===== config.mk =====
export PLATFORM = sky130hd
export DESIGN_NAME = program_memory_write_guard
export DESIGN_NICKNAME = d
export VERILOG_FILES = /design/src/logic/pmwg_pkg.sv /design/src/logic/cfg_if.sv /design/src/logic/config_shadow.sv /design/src/logic/program_memory_write_guard.sv /design/src/logic/seg_range.sv
export VERILOG_INCLUDE_DIRS = /design/src /design/src/logic
export SDC_FILE = /design/constraint.sdc
export NUM_CORES = 1
export LEC_CHECK = 0
export BUFFER_PORTS_ARGS = -buffer_cell sky130_fd_sc_hd__buf_2
export CAP_MARGIN = 20
export CORE_UTILIZATION = 45
export DETAILED_ROUTE_END_ITERATION = 8
export PLACE_DENSITY = 0.8
export SYNTH_ARGS = -nofsm -noshare
export SYNTH_HDL_FRONTEND = slang
export SYNTH_SLANG_ARGS = --single-unit

===== constraint.sdc =====
create_clock -name CLK_SYS_I -period 2.5 [get_ports CLK_SYS_I]
set_input_delay 0.125 -clock CLK_SYS_I [delete_from_list [all_inputs] [get_ports CLK_SYS_I]]
set_output_delay 0.125 -clock CLK_SYS_I [all_outputs]
set_load 0.05 [all_outputs]

===== src/logic/pmwg_consts.svh =====
// Purpose: Constants for the program memory write guard
// Assumes: Word addressed program memory, 512-word pages
// Notes: Config field values use the erased-flash sense (0 = programmed)
`ifndef PMWG_CONSTS_SVH
`define PMWG_CONSTS_SVH
// ----------------------------------------
// Widths and memory geometry
// ----------------------------------------
`define PMWG_CFG_W 13
`define PMWG_ADDR_W 17
`define PMWG_PAGE_MSB 16
`define PMWG_PAGE_LSB 9
`define PMWG_LAST_PAGE 8'hFF
`define PMWG_CFG_ERASED 13'h1FFF
`define PMWG_PROG 1'b0
`define PMWG_DENY_MAX 16'hFFFF
// ----------------------------------------
// Register offsets and bit positions
// ----------------------------------------
`define PMWG_OFF_CFG 12'h000
`define PMWG_OFF_STATUS 12'h004
`define PMWG_OFF_CTRL 12'h008
`define PMWG_OFF_INJECT 12'h00C
`define PMWG_OFF_DENYCNT 12'h010
`define PMWG_ST_NVM_DEN 0
`define PMWG_ST_EXT_DEN 1
`define PMWG_ST_PARITY 2
`define PMWG_ST_LOADED 3
`define PMWG_CTRL_RELOAD 0
`endif


===== src/logic/pmwg_pkg.sv =====
// Purpose: Shared types of the program memory write guard
// Assumes: Constants come from pmwg_consts.svh
// Notes: Struct field order matches the stored configuration word
`include "pmwg_consts.svh"
package pmwg_pkg;
    typedef struct packed {
        logic global_read_write_protect;
        logic global_write_protect;
        logic segment_protect_disable;
        logic segment_boundary_direction;
        logic last_page_protect;
        logic [7:0] segment_page_pointer;
    } cfg_s;
    typedef enum logic [1:0] {
        ST_LOAD = 2'b00,
        ST_RUN = 2'b01,
        ST_FAULT = 2'b10
    } state_e;
endpackage


===== src/logic/cfg_if.sv =====
// Purpose: Carries live configuration between the guard modules
// Assumes: One clock domain
// Notes: Owner holds the register and its shadow
`include "pmwg_consts.svh"
interface cfg_if;
    pmwg_pkg::cfg_s cfg;
    pmwg_pkg::cfg_s load_val;
    logic load;
    logic inject_en;
    logic [`PMWG_CFG_W-1:0] inject;
    logic mismatch;
    modport owner (input load, load_val, inject_en, inject, output cfg, mismatch);
    modport ctl (output load, load_val, inject_en, inject, input cfg, mismatch);
    modport user (input cfg);
endinterface


===== src/logic/config_shadow.sv =====
// Purpose: Configuration register with complementary shadow copy
// Assumes: Loaded from the stored configuration word
// Notes: Inject flips shadow bits to exercise the fault path
`include "pmwg_consts.svh"
module config_shadow (
    input wire logic clk_i,
    input wire logic rst_n_i,
    cfg_if.owner c
);
    pmwg_pkg::cfg_s cfg;
    logic [`PMWG_CFG_W-1:0] shadow;
    pmwg_pkg::cfg_s next_cfg;
    logic [`PMWG_CFG_W-1:0] next_shadow;
    // ----------------------------------------
    // Next state
    // ----------------------------------------
    always_comb begin
        next_cfg = cfg;
        next_shadow = shadow;
        if (c.load) begin
            next_cfg = c.load_val;
            next_shadow = ~c.load_val;
        end else if (c.inject_en) begin
            next_shadow = shadow ^ c.inject;
        end
    end
    always_ff @(posedge clk_i or negedge rst_n_i) begin
        if (!rst_n_i) begin
            cfg <= `PMWG_CFG_ERASED;
            shadow <= ~`PMWG_CFG_ERASED;
        end else begin
            cfg <= next_cfg;
            shadow <= next_shadow;
        end
    end
    // Compared every cycle, not only on load
    assign c.mismatch = (cfg != ~shadow);
    assign c.cfg = cfg;
endmodule


===== src/logic/program_memory_write_guard.sv =====
// Purpose: Guards program memory writes, erases and external access
// Assumes: Requesters and APB master run on CLK_SYS_I
// Notes: Instruction fetch is never gated by this block
`include "pmwg_consts.svh"
module program_memory_write_guard (
    input wire logic CLK_SYS_I,
    input wire logic NRST_I,
    input wire logic PSEL_I,
    input wire logic PENABLE_I,
    input wire logic PWRITE_I,
    input wire logic [11:0] PADDR_I,
    input wire logic [31:0] PWDATA_I,
    output logic [31:0] PRDATA_O,
    output logic PREADY_O,
    output logic PSLVERR_O,
    input wire logic [`PMWG_CFG_W-1:0] CFG_WORD_I,
    input wire logic NVM_REQ_I,
    input wire logic NVM_ERASE_I,
    input wire logic [`PMWG_ADDR_W-1:0] NVM_ADDR_I,
    output logic NVM_GRANT_O,
    output logic NVM_DENY_O,
    output logic NVM_ERASE_O,
    input wire logic EXT_REQ_I,
    input wire logic EXT_WR_I,
    input wire logic [`PMWG_ADDR_W-1:0] EXT_ADDR_I,
    output logic EXT_GRANT_O,
    output logic EXT_DENY_O,
    output logic [`PMWG_ADDR_W-1:0] EXT_ADDR_O,
    output logic PARITY_ERR_O,
    output logic DEV_RST_REQ_O
);
    cfg_if cif();
    pmwg_pkg::state_e state;
    pmwg_pkg::state_e next_state;
    logic nvm_blocked;
    logic run_ok;
    logic ext_ok;
    logic nvm_grant;
    logic nvm_deny;
    logic nvm_erase;
    logic ext_grant;
    logic ext_deny;
    logic [`PMWG_ADDR_W-1:0] ext_addr;
    logic next_nvm_grant;
    logic next_nvm_deny;
    logic next_nvm_erase;
    logic next_ext_grant;
    logic next_ext_deny;
    logic [`PMWG_ADDR_W-1:0] next_ext_addr;
    logic parity;
    logic loaded;
    logic nvm_den;
    logic ext_den;
    logic [15:0] deny_cnt;
    logic next_parity;
    logic next_loaded;
    logic next_nvm_den;
    logic next_ext_den;
    logic [15:0] next_deny_cnt;
    logic [31:0] rdata;
    logic [31:0] next_rdata;
    logic [31:0] rd_mux;
    logic mapped;
    logic wr_en;
    logic wr_status;
    logic wr_ctrl;
    logic wr_inject;
    logic reload;
    // ----------------------------------------
    // Submodules
    // ----------------------------------------
    config_shadow u_shadow (
        .clk_i(CLK_SYS_I),
        .rst_n_i(NRST_I),
        .c(cif.owner)
    );
    seg_range u_range (
        .c(cif.user),
        .addr_i(NVM_ADDR_I),
        .blocked_o(nvm_blocked)
    );
    // ----------------------------------------
    // APB decode
    // ----------------------------------------
    always_comb begin
        mapped = 1'b1;
        rd_mux = 32'h0000_0000;
        case (PADDR_I)
            `PMWG_OFF_CFG: begin
                rd_mux = 32'(cif.cfg);
            end
            `PMWG_OFF_STATUS: begin
                rd_mux[`PMWG_ST_NVM_DEN] = nvm_den;
                rd_mux[`PMWG_ST_EXT_DEN] = ext_den;
                rd_mux[`PMWG_ST_PARITY] = parity;
                rd_mux[`PMWG_ST_LOADED] = loaded;
            end
            `PMWG_OFF_CTRL: begin
                rd_mux = 32'h0000_0000;
            end
            `PMWG_OFF_INJECT: begin
                rd_mux = 32'h0000_0000;
            end
            `PMWG_OFF_DENYCNT: begin
                rd_mux = 32'(deny_cnt);
            end
            default: begin
                mapped = 1'b0;
            end
        endcase
    end
    // Zero wait states: every access completes in its first access cycle
    assign PREADY_O = PSEL_I & PENABLE_I;
    assign PSLVERR_O = PSEL_I & PENABLE_I & ~mapped;
    assign wr_en = PSEL_I & PENABLE_I & PWRITE_I & mapped;
    assign wr_status = wr_en && (PADDR_I == `PMWG_OFF_STATUS);
    assign wr_ctrl = wr_en && (PADDR_I == `PMWG_OFF_CTRL);
    assign wr_inject = wr_en && (PADDR_I == `PMWG_OFF_INJECT);
    assign reload = wr_ctrl && PWDATA_I[`PMWG_CTRL_RELOAD];
    // Read data is captured in the setup cycle so it leaves a flip-flop
    always_comb begin
        next_rdata = rdata;
        if (PSEL_I && !PENABLE_I) begin
            next_rdata = PWRITE_I ? 32'h0000_0000 : rd_mux;
        end
    end
    always_ff @(posedge CLK_SYS_I or negedge NRST_I) begin
        if (!NRST_I) begin
            rdata <= 32'h0000_0000;
        end else begin
            rdata <= next_rdata;
        end
    end
    assign PRDATA_O = rdata;
    // ----------------------------------------
    // Config load and fault control
    // ----------------------------------------
    always_comb begin
        cif.load = 1'b0;
        cif.load_val = pmwg_pkg::cfg_s'(CFG_WORD_I);
        cif.inject_en = 1'b0;
        cif.inject = PWDATA_I[`PMWG_CFG_W-1:0];
        next_state = state;
        case (state)
            pmwg_pkg::ST_LOAD: begin
                cif.load = 1'b1;
                next_state = pmwg_pkg::ST_RUN;
            end
            pmwg_pkg::ST_RUN: begin
                if (cif.mismatch) begin
                    next_state = pmwg_pkg::ST_FAULT;
                end else if (reload) begin
                    cif.load = 1'b1;
                end else begin
                    cif.inject_en = wr_inject;
                end
            end
            pmwg_pkg::ST_FAULT: begin
                // Held until the device reset clears everything
                next_state = pmwg_pkg::ST_FAULT;
            end
            default: begin
                next_state = pmwg_pkg::ST_FAULT;
            end
        endcase
    end
    // ----------------------------------------
    // Access decisions
    // ----------------------------------------
    // A mismatching config may be corrupt, so nothing is granted on it
    assign run_ok = (state == pmwg_pkg::ST_RUN) && !cif.mismatch;
    // Code protect covers the whole memory, config words included
    assign ext_ok = run_ok
        && (cif.cfg.global_read_write_protect != `PMWG_PROG);
    always_comb begin
        next_nvm_grant = NVM_REQ_I && run_ok && !nvm_blocked;
        next_nvm_deny = NVM_REQ_I && !(run_ok && !nvm_blocked);
        next_nvm_erase = NVM_REQ_I && NVM_ERASE_I && next_nvm_grant;
        next_ext_grant = EXT_REQ_I && ext_ok;
        next_ext_deny = EXT_REQ_I && !ext_ok;
        next_ext_addr = ext_addr;
        if (next_ext_grant) begin
            next_ext_addr = EXT_ADDR_I;
        end
    end
    always_ff @(posedge CLK_SYS_I or negedge NRST_I) begin
        if (!NRST_I) begin
            state <= pmwg_pkg::ST_LOAD;
            nvm_grant <= 1'b0;
            nvm_deny <= 1'b0;
            nvm_erase <= 1'b0;
            ext_grant <= 1'b0;
            ext_deny <= 1'b0;
            ext_addr <= '0;
        end else begin
            state <= next_state;
            nvm_grant <= next_nvm_grant;
            nvm_deny <= next_nvm_deny;
            nvm_erase <= next_nvm_erase;
            ext_grant <= next_ext_grant;
            ext_deny <= next_ext_deny;
            ext_addr <= next_ext_addr;
        end
    end
    // Grant is the interlock enable; a denied request never reaches the array
    assign NVM_GRANT_O = nvm_grant;
    assign NVM_DENY_O = nvm_deny;
    assign NVM_ERASE_O = nvm_erase;
    assign EXT_GRANT_O = ext_grant;
    assign EXT_DENY_O = ext_deny;
    assign EXT_ADDR_O = ext_addr;
    // ----------------------------------------
    // Status flags and counter
    // ----------------------------------------
    always_comb begin
        next_parity = parity | (cif.mismatch && state != pmwg_pkg::ST_LOAD);
        next_loaded = loaded | (state == pmwg_pkg::ST_LOAD);
        // Set wins over a clear in the same cycle
        next_nvm_den = next_nvm_deny
            | (nvm_den & ~(wr_status & PWDATA_I[`PMWG_ST_NVM_DEN]));
        next_ext_den = next_ext_deny
            | (ext_den & ~(wr_status & PWDATA_I[`PMWG_ST_EXT_DEN]));
        next_deny_cnt = deny_cnt;
        if ((next_nvm_deny || next_ext_deny) && deny_cnt != `PMWG_DENY_MAX) begin
            next_deny_cnt = deny_cnt + 16'h0001;
        end
    end
    always_ff @(posedge CLK_SYS_I or negedge NRST_I) begin
        if (!NRST_I) begin
            parity <= 1'b0;
            loaded <= 1'b0;
            nvm_den <= 1'b0;
            ext_den <= 1'b0;
            deny_cnt <= 16'h0000;
        end else begin
            parity <= next_parity;
            loaded <= next_loaded;
            nvm_den <= next_nvm_den;
            ext_den <= next_ext_den;
            deny_cnt <= next_deny_cnt;
        end
    end
    assign PARITY_ERR_O = parity;
    // Reset request stays high until the system reset lands on NRST_I
    assign DEV_RST_REQ_O = parity;
endmodule


===== src/logic/seg_range.sv =====
// Purpose: Decides whether a write or erase address is protected
// Assumes: Boundaries are page aligned, so erase checks one address
// Notes: Purely combinational
`include "pmwg_consts.svh"
module seg_range (
    cfg_if.user c,
    input wire logic [`PMWG_ADDR_W-1:0] addr_i,
    output logic blocked_o
);
    logic [7:0] page;
    logic seg_on;
    logic in_seg;
    logic cfg_page;
    always_comb begin
        page = addr_i[`PMWG_PAGE_MSB:`PMWG_PAGE_LSB];
        seg_on = (c.cfg.segment_protect_disable == `PMWG_PROG);
        if (c.cfg.segment_boundary_direction == `PMWG_PROG) begin
            in_seg = (page <= c.cfg.segment_page_pointer);
        end else begin
            // Runs to the last page, so the config words are always in
            in_seg = (page >= c.cfg.segment_page_pointer);
        end
        cfg_page = (page == `PMWG_LAST_PAGE)
            && (c.cfg.last_page_protect == `PMWG_PROG);
        // Segment only adds to the global write protect
        blocked_o = (c.cfg.global_write_protect == `PMWG_PROG)
            || (seg_on && (in_seg || cfg_page));
    end
endmodule


==> results of run 1 <==
## synth_stat cells (2+ instances only)
library cell,count
nor2_1,14
nand2_1,50
nor4_2,4
a22oi_1,9
a2111oi_0,3
dfstp_2,13
buf_4,18
mux2i_1,17
nor3_1,4
nand2b_1,6
nand3_1,7
mux2_1,9
nand4_1,6
and2_1,3
dfrtp_1,73
xor2_1,22
nand4b_1,2
inv_1,14
o21ai_0,19
or2_2,6
xnor2_1,14
o211ai_1,2
buf_6,2
mux2_2,27
and3_1,4
and4_1,3
ha_1,9
clkbuf_1,4
a21oi_1,17
buf_2,4
or3_1,2
a21o_1,2
## sequential cells by signal (all words and copies together) (netlist names), 2 cells and up
name,cells
u_shadow.shadow,13
state,2
PRDATA_O,16
deny_cnt,16
u_shadow.c.cfg,13
EXT_ADDR_O,17
## metrics by stage
| stage | power (uW) | utilization | setup TNS (ns) |
|---|---|---|---|
| after floorplan | 1964 | - | 0 |
| after global placement | 2118 | 0.5597 | -0.1195 |
| after detailed placement | 2151 | 0.5597 | -0.7037 |
| after CTS | 3304 | 0.6300 | 0 |
| after global routing | 3502 | 0.6545 | -0.9973 |
| final | 3357 | 0.6545 | -0.004340 |
## layout by cell type (no fill, tap or decap), types with 4 or more instances in the layout
cell type / synthesis / final
mux2_2: 27 / 25
nand4_1: 6 / 6
a22oi_1: 9 / 9
and3_1: 4 / 4
dfrtp_1: 73 / 72
clkbuf_8: 0 / 9
ha_4: 0 / 5
or2_2: 6 / 5
nor2_1: 14 / 12
nor4_2: 4 / 5
inv_1: 14 / 11
buf_2: 4 / 111
buf_4: 18 / 36
nand2_1: 50 / 48
mux2_1: 9 / 9
nand2b_1: 6 / 5
a21oi_1: 17 / 14
dlygate4sd3_1: 0 / 32
xor2_1: 22 / 22
o21ai_0: 19 / 17
mux2i_1: 17 / 17
dfstp_2: 13 / 13
conb_1: 1 / 16
xnor2_1: 14 / 13
nand3_1: 7 / 6
## routing by layer
metal | vias to the layer above | part of all wire | GRT usage
li1 | 1746 | - | -
met1 | 1814 | 0.40 | 0.2691
met4 | 0 | 0.032 | 0.1081
met2 | 147 | 0.53 | 0.4061
met5 | - | 0 | 0
met3 | 39 | 0.045 | 0.04486
## repair_timing
| item | CTS | global route |
|---|---|---|
| setup buffers | 5 | 10 |
| gates resized for setup | 19 | 21 |
| setup endpoints to repair | 7 | 34 |
| hold buffers | 31 | 1 |
| gates cloned | 1 | 0 |
| pin swaps | 6 | 14 |
| endpoints found under the hold margin | 105 | 1 |
## worst max-delay path by stage
stage	endpoint	slack (ns)	cells after the start
detailed placement	deny_cnt[14]$_DFFE_PN0P_	-0.16	9
global route	deny_cnt[12]$_DFFE_PN0P_	-0.13	11
global placement	deny_cnt[14]$_DFFE_PN0P_	-0.04	9
CTS	deny_cnt[12]$_DFFE_PN0P_	0.0008	11
finish	deny_cnt[12]$_DFFE_PN0P_	-0.004	11
floorplan	deny_cnt[14]$_DFFE_PN0P_	0.04	9
## worst min-delay path, cell delays in order
cell       delay, ns
buf_2           0.13
nand2_1         0.06
o2bb2ai_1       0.11
## cells by family after synthesis
group                    after synthesis
multiplexers                          53
buffers and inverters                 43
adder cells (fa/ha/maj)                9
other                                  1
flip-flops                            86
XOR/XNOR                              36
AO/OA/AOI/OAI                         60
AND/OR/NAND/NOR                      119
## cell type report
cell class	instances	area (um2)
clock buffers	9	123.9
fillers	729	3238
repair buffers	184	1245
multi-input cells	294	2285
clock inverters	7	96.34
flip-flops and latches	86	2170
inverters	14	52.55
well taps	129	161.4
## report_power, final
part	internal [uW]	total, uW	switching, uW	leakage, uW
logic	281	607	325	0.00177
clock network	568	1100	530	0.000114
registers	1510	1650	141	0.00107
==> impl_metrics.toml, run 1 <==
[timing]
min_period_ns = 2.504
clock.fmax_ghz = 0.3993
fin_ws_ns = -0.004340
hold_violations = 0
worst_pin_slew_ns = 0.6692
finalClockSkew_ns = 0.01428
final-setup-viol-count = 1
hold_ws_ns = 0.09711
rsz0062_at_grt = "yes"
maxSlewHeadroom = 0.5538
post-route-period-util = 1.002
drv_slew = 0

[place]
post-place-cells = 658
numPortBuffers = 112
place_hpwl_um = 7698
place_ws_ns = -0.1584
placed_area_um2 = 5245
gp_congestion = 0.8652

[clock_network]
clock_latency_ns = 0.37
clock_path_buffers = 2
cts_made_buffers = 9
htreeDepth = 3
cts.sinks = 86
clk_pin_slew_worst_paths_ns = 0.09
clock_tree.root_cell = "clkbuf_8"
tritoncts = "done"

[power]
leakage_uw = 0.002955
peakVddDrop_mv = 0.3288
powerDensity_nw_per_um2 = 547.4

[logic_synthesis]
synth_fa_ha_area_frac = 0.02543
synth_top_family_by_area = "simple AND/OR/NAND/NOR gates"
ys_types = 50
synth_xor_area_frac = 0.07121
muxShareOfSynthArea = 0.1300
synth-simple-area-share = 0.1438
synth_area_leaders = "dfrtp_1, dfstp_2, mux2_2"
synth_compound_area_frac = 0.08279
async_reset_ff_frac = 1.000
synth_area_leader_cell = "dfrtp_1"
yosys_warnings = 0
synth_flop_cell = "dfrtp_1"
synth_top_area_share = 0.4125
syn_area_um2 = 4428
synth_edf_count = 0
syn_avg_cell_area_um2 = 10.88
syn_inst = 407
ys_ff_latch = 86
seq_area_frac_synth = 0.4897

[worst_setup_path]
crit_chain = "inv_1 > ha_4 > o21ai_2 > a21oi_2 > o21a_1 > o211ai_1 > buf_4 > o21ai_4 > buf_4 > a211oi_4 > mux2_4"
path_max_fanout = 5
critical-path-slowest-cell = "dfstp_2"
cpPeakStageDelay_ns = 0.56
cp_data_required_time_ns = 2.76
r2r_slack_ns = -0.004
cp_num_buf_inv = 3
arrival_ns = 2.76
cp-startpoint = "u_shadow.c.cfg[2]$_DFFE_PN1P_"
reg2reg_depth = 11
reg2reg_from = "u_shadow.c.cfg[2]$_DFFE_PN1P_"
reg2reg_to = "deny_cnt[12]$_DFFE_PN0P_"
crit_type = "reg2reg"
crit_family = "compound AO/OA/AOI/OAI gates"
worstSetupStartpointType = "register"
crit_path_end_kind = "register"
cp_common_cell = "buf_4"

[global_routing]
antenna_found_initial = 0
overflow = 0
first_global_vias = 3783
track_usage = 0.2298
grt_pass1_wl_um = 17880
grt_max_degree = 86

[die]
start_util = 0.4725
die_w_um = 101.2
num_rows = 35
dieArea_um2 = 10240
coreArea_um2 = 9371
die_h_um = 101.2
ioPinCount = 158

[drt]
drc = 0
drt_first_pass_iters = 5
vias = 3746
routed_wl_um = 11600
post_drt_wl_per_cell_um = 16.05
ant_nets = 0
vias_per_cell = 5.181
drt_iter0_markers = 255

[run]
cap_violations = 0

[finish]
post_route_cells_drive_above_1_share = 0.4242
antenna_cells = 0
final_cells = 723
synthToLayoutAreaGrowth_pct = 38.51
nNetsFinal = 698
design_area_um2 = 6133

[worst_hold_path]
hold_end = "nvm_den$_DFF_PN0_"
min_path_cells = 3
hp-class = "in2reg"
hp-start = "PWDATA_I[0]"

[outcome]
violations = "negative setup slack"
status = "finished with violations"
No activity file was read; power rests on OpenSTA's default activity.
==> inputs of run 2 (changes only) <==
--- a/config.mk
+++ b/config.mk
@@ -8,9 +8,11 @@
 export LEC_CHECK = 0
 export BUFFER_PORTS_ARGS = -buffer_cell sky130_fd_sc_hd__buf_2
 export CAP_MARGIN = 20
+export CORE_MARGIN = 2
 export CORE_UTILIZATION = 45
 export DETAILED_ROUTE_END_ITERATION = 8
 export PLACE_DENSITY = 0.8
 export SYNTH_ARGS = -nofsm -noshare
 export SYNTH_HDL_FRONTEND = slang
 export SYNTH_SLANG_ARGS = --single-unit
+export TNS_END_PERCENT = 30
==> run 2 against run 1 <==
  * The run still ends with negative setup slack left
  * Critical path depth decreased by 1
  * Clock-buffer cell count unchanged
  * Largest cell class unchanged
  * Utilization decreased by 1.8 points
  * Via count decreased by 1.1%
  * First-iteration DRC count decreased by 21%
  * Final area increased by 0.10%
  * Sequential power about the same
  * Global-route usage decreased by 0.84 points
  * Flip-flop and latch count unchanged
  * Final cell count increased by 0.41%
  * Largest power group unchanged
==> impl_metrics.toml, run 2 (synthesis results as in run 1) <==
[worst_setup_path]
critical-path-slowest-cell = "dfstp_2"
reg2reg_to = "deny_cnt[12]$_DFFE_PN0P_"
reg2reg_depth = 10
worstSetupStartpointType = "register"
r2r_slack_ns = -0.05
cp_data_required_time_ns = 2.75
reg2reg_from = "u_shadow.c.cfg[7]$_DFFE_PN1P_"
crit_path_end_kind = "register"
path_max_fanout = 6
arrival_ns = 2.79
crit_chain = "inv_2 > ha_4 > a21oi_2 > o21ai_2 > or2_4 > o211ai_1 > o21ai_4 > buf_6 > a211oi_2 > mux2_2"
crit_type = "reg2reg"
cpPeakStageDelay_ns = 0.56

[worst_hold_path]
hp-class = "in2reg"
hp-start = "PWDATA_I[1]"
hold_end = "ext_den$_DFF_PN0_"
min_path_cells = 3

[power]
powerDensity_nw_per_um2 = 544.5
total_power_uw = 3343
leakage_uw = 0.002947
peakVddDrop_mv = 0.2943

[timing]
finalClockSkew_ns = 0.008200
worst_pin_slew_ns = 0.6751
clock.fmax_ghz = 0.3929
final-setup-viol-count = 5
tns_ns = -0.1329
rsz0062_at_grt = "yes"
maxSlewHeadroom = 0.5499
drv_slew = 0
min_period_ns = 2.545
post-route-period-util = 1.018
hold_violations = 0
fin_ws_ns = -0.04506

[clock_network]
clock_tree.root_cell = "clkbuf_8"
clk_pin_slew_worst_paths_ns = 0.09
htreeDepth = 3
tritoncts = "done"
cts_made_buffers = 9
cts.sinks = 86
clock_path_buffers = 2
clock_latency_ns = 0.36

[drt]
drc = 0
vias = 3705
routed.top_layer = "met4"
wl_met2_um = 6168
drt_iter0_markers = 201
route.met3.wl_um = 520
vias_per_cell = 5.103
drt_first_pass_iters = 5
ant_nets = 0
post_drt_wl_per_cell_um = 16.15
routed_wl_um = 11730
wl_met1_um = 4850

[die]
die_h_um = 103.2
start_util = 0.4594
num_rows = 36
dieArea_um2 = 10650
coreArea_um2 = 9639
ioPinCount = 158
die_w_um = 103.2

[place]
place_hpwl_um = 8036
place_ws_ns = -0.1804
numPortBuffers = 112
gp_congestion = 0.9545

[finish]
antenna_cells = 0
synthToLayoutAreaGrowth_pct = 38.66
layout_commonest_cell = "buf_2"
largest_reg_flops = 17
nNetsFinal = 697
post_route_cells_drive_above_1_share = 0.4216
final_cell_mix = "buf_2, dfrtp_1, nand2_1"

[global_routing]
grt_max_degree = 50
grt_pass1_wl_um = 18180
first_global_vias = 3721
track_usage = 0.2214
overflow = 0
antenna_found_initial = 0

[outcome]
violations = "negative setup slack"
status = "finished with violations"

[run]
cap_violations = 0
-- run 2: critical path: cells and delay by family, from the launching register on --
kind | cells | cell delay, ns
compound gates | 5 | 0.86
flops | 1 | 0.56
mux | 1 | 0.35
fa+ha+maj | 1 | 0.23
simple gates | 1 | 0.23
buf+inv | 2 | 0.21
-- run 2: layout make-up --
class / instances / area (um2)
clock buffers: 9 / 123.9
clock inverters: 7 / 97.59
fillers: 741 / 3500
inverters: 14 / 52.55
multi-input cells: 293 / 2276
flip-flops and latches: 86 / 2170
well taps: 133 / 166.4
repair buffers: 184 / 1254
-- run 2: per-stage QoR --
stage	hold slack, ns	cell area (um2)	instances	util
2_1_floorplan	-0.1706	4491	422	-
3_3_place_gp	0.1755	5300	667	0.5498
3_5_place_dp	0.1886	5300	667	0.5498
4_1_cts	0.04261	6020	721	0.6245
5_1_grt	0.06721	6140	726	0.6369
6_report	0.05569	6140	726	0.6369
-- run 2: worst max path at each step --
stage                                        from                        to  slack (ns)  cells past startpoint
floorplan           u_shadow.c.cfg[7]$_DFFE_PN1P_  deny_cnt[14]$_DFFE_PN0P_        0.04                      9
global placement    u_shadow.c.cfg[7]$_DFFE_PN1P_  deny_cnt[15]$_DFFE_PN0P_       -0.07                     10
detailed placement  u_shadow.c.cfg[7]$_DFFE_PN1P_  deny_cnt[14]$_DFFE_PN0P_       -0.18                      9
CTS                 u_shadow.c.cfg[6]$_DFFE_PN1P_  deny_cnt[14]$_DFFE_PN0P_       0.003                      9
global route        u_shadow.c.cfg[6]$_DFFE_PN1P_   deny_cnt[9]$_DFFE_PN0P_       -0.09                     11
finish              u_shadow.c.cfg[7]$_DFFE_PN1P_  deny_cnt[12]$_DFFE_PN0P_       -0.05                     10
-- run 2: layer usage --
metal  global-route usage  vias up
li1                     -     1743
met1               0.2828     1841
met2               0.3816      102
met3              0.04906       19
met4              0.06073        0
met5                    0        -
-- run 2: timing repair --
item,4_1_cts,5_1_grt
gates resized for setup,28,14
hold buffers,32,0
setup endpoints to repair,6,16
pin swaps,8,7
buffers inserted,6,5
endpoints found under the hold margin,81,0
-- run 2: power by group --
| part | switching, uW | internal (uW) |
|---|---|---|
| Combinational | 323 | 280 |
| Sequential | 137 | 1510 |
| Clock | 526 | 566 |
==> inputs of run 3 (changes only) <==
--- a/config.mk
+++ b/config.mk
@@ -9,9 +9,9 @@
 export BUFFER_PORTS_ARGS = -buffer_cell sky130_fd_sc_hd__buf_2
 export CAP_MARGIN = 20
 export CORE_MARGIN = 2
-export CORE_UTILIZATION = 45
+export CORE_UTILIZATION = 50
 export DETAILED_ROUTE_END_ITERATION = 8
-export PLACE_DENSITY = 0.8
+export PLACE_DENSITY = 0.84
 export SYNTH_ARGS = -nofsm -noshare
 export SYNTH_HDL_FRONTEND = slang
 export SYNTH_SLANG_ARGS = --single-unit
==> constraint.sdc (replaced) <==
create_clock -name CLK_SYS_I -period 2.55 [get_ports CLK_SYS_I]
set_input_delay 0.1275 -clock CLK_SYS_I [delete_from_list [all_inputs] [get_ports CLK_SYS_I]]
set_output_delay 0.1275 -clock CLK_SYS_I [all_outputs]
set_load 0.05 [all_outputs]
==> run 3 against run 2 <==
  * The flow now finishes without violations
  * Sequential power shrank 2%
  * First-iteration DRC count grew 38%
  * Worst setup slack gained 0.073 ns
  * Final area shrank 2.1%
==> impl_metrics.toml, run 3 (synthesis results as in run 1) <==
[timing]
final-setup-viol-count = 0
clock.fmax_ghz = 0.3965
rsz0062_at_grt = "yes"
worst_pin_slew_ns = 0.7435
post-route-period-util = 0.9891
min_period_ns = 2.522
maxSlewHeadroom = 0.5044
drv_slew = 0
finalClockSkew_ns = 0.01478
hold_violations = 0

[worst_setup_path]
cp_num_buf_inv = 2
arrival_ns = 2.77
path_max_fanout = 3
crit_chain = "inv_2 > ha_4 > a21oi_2 > o21ai_2 > or2_4 > o211ai_1 > o21ai_4 > buf_6 > a2111oi_4 > mux2_4"
r2r_slack_ns = 0.03
crit_path_end_kind = "register"
crit_type = "reg2reg"
worstSetupStartpointType = "register"
cp_data_required_time_ns = 2.80
crit_family = "compound AO/OA/AOI/OAI gates"
critical-path-slowest-cell = "dfstp_2"
cpPeakStageDelay_ns = 0.54

[finish]
nNetsFinal = 687
antenna_cells = 0
layout_commonest_cell = "buf_2"
post_route_cells_drive_above_1_share = 0.4117
post-route-util = 0.6959
synthToLayoutAreaGrowth_pct = 35.72
fillerInstances = 622
final_cell_mix = "buf_2, dfrtp_1, nand2_1"
final_cells = 691
largest_reg_flops = 17
design_area_um2 = 6010

[run]
cap_violations = 0

[power]
combPwrFrac = 0.182
switching_share = 0.2908
seqPwrFrac = 0.486
pwr-share-clk = 0.332
p_sw_uw = 961.6
power.internal_uw = 2346
peakVddDrop_mv = 0.4185
leakage_uw = 0.002896
powerDensity_nw_per_um2 = 550.3

[drt]
vias_per_cell = 5.401
drc = 0
post_drt_wl_per_cell_um = 17.13
drt_first_pass_iters = 5
ant_nets = 0
drt_iter0_markers = 277
vias = 3732
routed_wl_um = 11840

[die]
die_w_um = 98.11
num_rows = 34
dieArea_um2 = 9625
coreArea_um2 = 8636
ioPinCount = 158
die_h_um = 98.11
start_util = 0.5127

[clock_network]
tritoncts = "done"
cts_made_buffers = 9
cts.sinks = 86
clock_path_buffers = 2
clk_pin_slew_worst_paths_ns = 0.08
htreeDepth = 3
clock_latency_ns = 0.37
clock_tree.root_cell = "clkbuf_8"

[place]
placed_area_um2 = 5155
numPortBuffers = 112
gp_congestion = 0.9483
place_hpwl_um = 7748
post-place-cells = 631

[global_routing]
first_global_vias = 3705
track_usage = 0.2386
overflow = 0
grt_pass1_wl_um = 18270
grt_max_degree = 87
antenna_found_initial = 0

[outcome]
status = "finished clean"

[worst_hold_path]
hp-class = "in2reg"
[run 3: cell count changes in the layout (fill, tap and decap cells not counted), sizes merged]
| cell | previous run | this run |
|---|---|---|
| buf | 152 | 142 |
| clkbuf | 9 | 10 |
| clkinvlp | 2 | 1 |
[run 3: final cells by class]
cell class / count / area, um2 / share of cell area
timing repair buffer: 174 / 1172 / 0.1951
inverter: 14 / 52.55 / 0.008745
clock inverter: 6 / 93.84 / 0.01562
multi-input combinational: 293 / 2250 / 0.3743
tap: 108 / 135.1 / 0.02249
sequential: 86 / 2168 / 0.3608
clock buffer: 10 / 137.6 / 0.02290
[run 3: final timing paths]
check / to / from / cells past startpoint
worst max register to register: deny_cnt[14]$_DFFE_PN0P_ / u_shadow.c.cfg[5]$_DFFE_PN1P_ / 10
max in group asynchronous: u_shadow.c.cfg[8]$_DFFE_PN1P_ / NRST_I / 3
worst min register to register: PRDATA_O[0]$_DFFE_PN0P_ / PRDATA_O[0]$_DFFE_PN0P_ / 2
worst max-delay path: deny_cnt[14]$_DFFE_PN0P_ / u_shadow.c.cfg[5]$_DFFE_PN1P_ / 10
min in group asynchronous: deny_cnt[4]$_DFFE_PN0P_ / NRST_I / 2
worst min-delay path: ext_den$_DFF_PN0_ / PWDATA_I[1] / 3
[run 3: worst reg2reg max path, stage by stage (launching register included)]
cell	delay, ns
dfstp_2	0.54
inv_2	0.05
ha_4	0.22
a21oi_2	0.14
o21ai_2	0.08
or2_4	0.23
o211ai_1	0.26
o21ai_4	0.12
buf_6	0.13
a2111oi_4	0.32
mux2_4	0.33
[run 3: metal layers]
metal | share of wire | vias to the layer above | global-route usage
li1 | - | 1723 | -
met2 | 0.51 | 151 | 0.4226
met3 | 0.044 | 41 | 0.04009
met5 | 0 | - | 0
met1 | 0.40 | 1817 | 0.2865
met4 | 0.039 | 0 | 0.1026
[run 3: per-stage QoR]
stage / hold WS (ns) / worst slack [ns] / total power [uW] / setup TNS [ns]
2_1_floorplan: -0.1681 / 0.01037 / 1925 / 0
3_3_place_gp: 0.3188 / -0.05586 / 2081 / -0.05969
3_5_place_dp: 0.3241 / -0.1684 / 2107 / -0.5311
4_1_cts: 0.005474 / 0.01384 / 3241 / 0
5_1_grt: 0.08096 / -0.05329 / 3451 / -0.1987
6_report: 0.06770 / 0.02771 / 3307 / 0
[run 3: timing repair]
action                                  CTS  global route
setup buffers                             1            10
hold endpoints to repair                 64             2
endpoints found under the setup margin    7            29
pin swaps                                 5            12
resized for setup                        11            36
hold buffers                             30             2
[run 3: power by group through the flow]
stage	Clock (uW)	Combinational, uW	Sequential [uW]
2_1_floorplan	0	316	1610
3_3_place_gp	0	461	1620
4_1_cts	1110	531	1600
5_1_grt	1170	652	1630
3_5_place_dp	0	481	1630
6_report	1100	601	1610
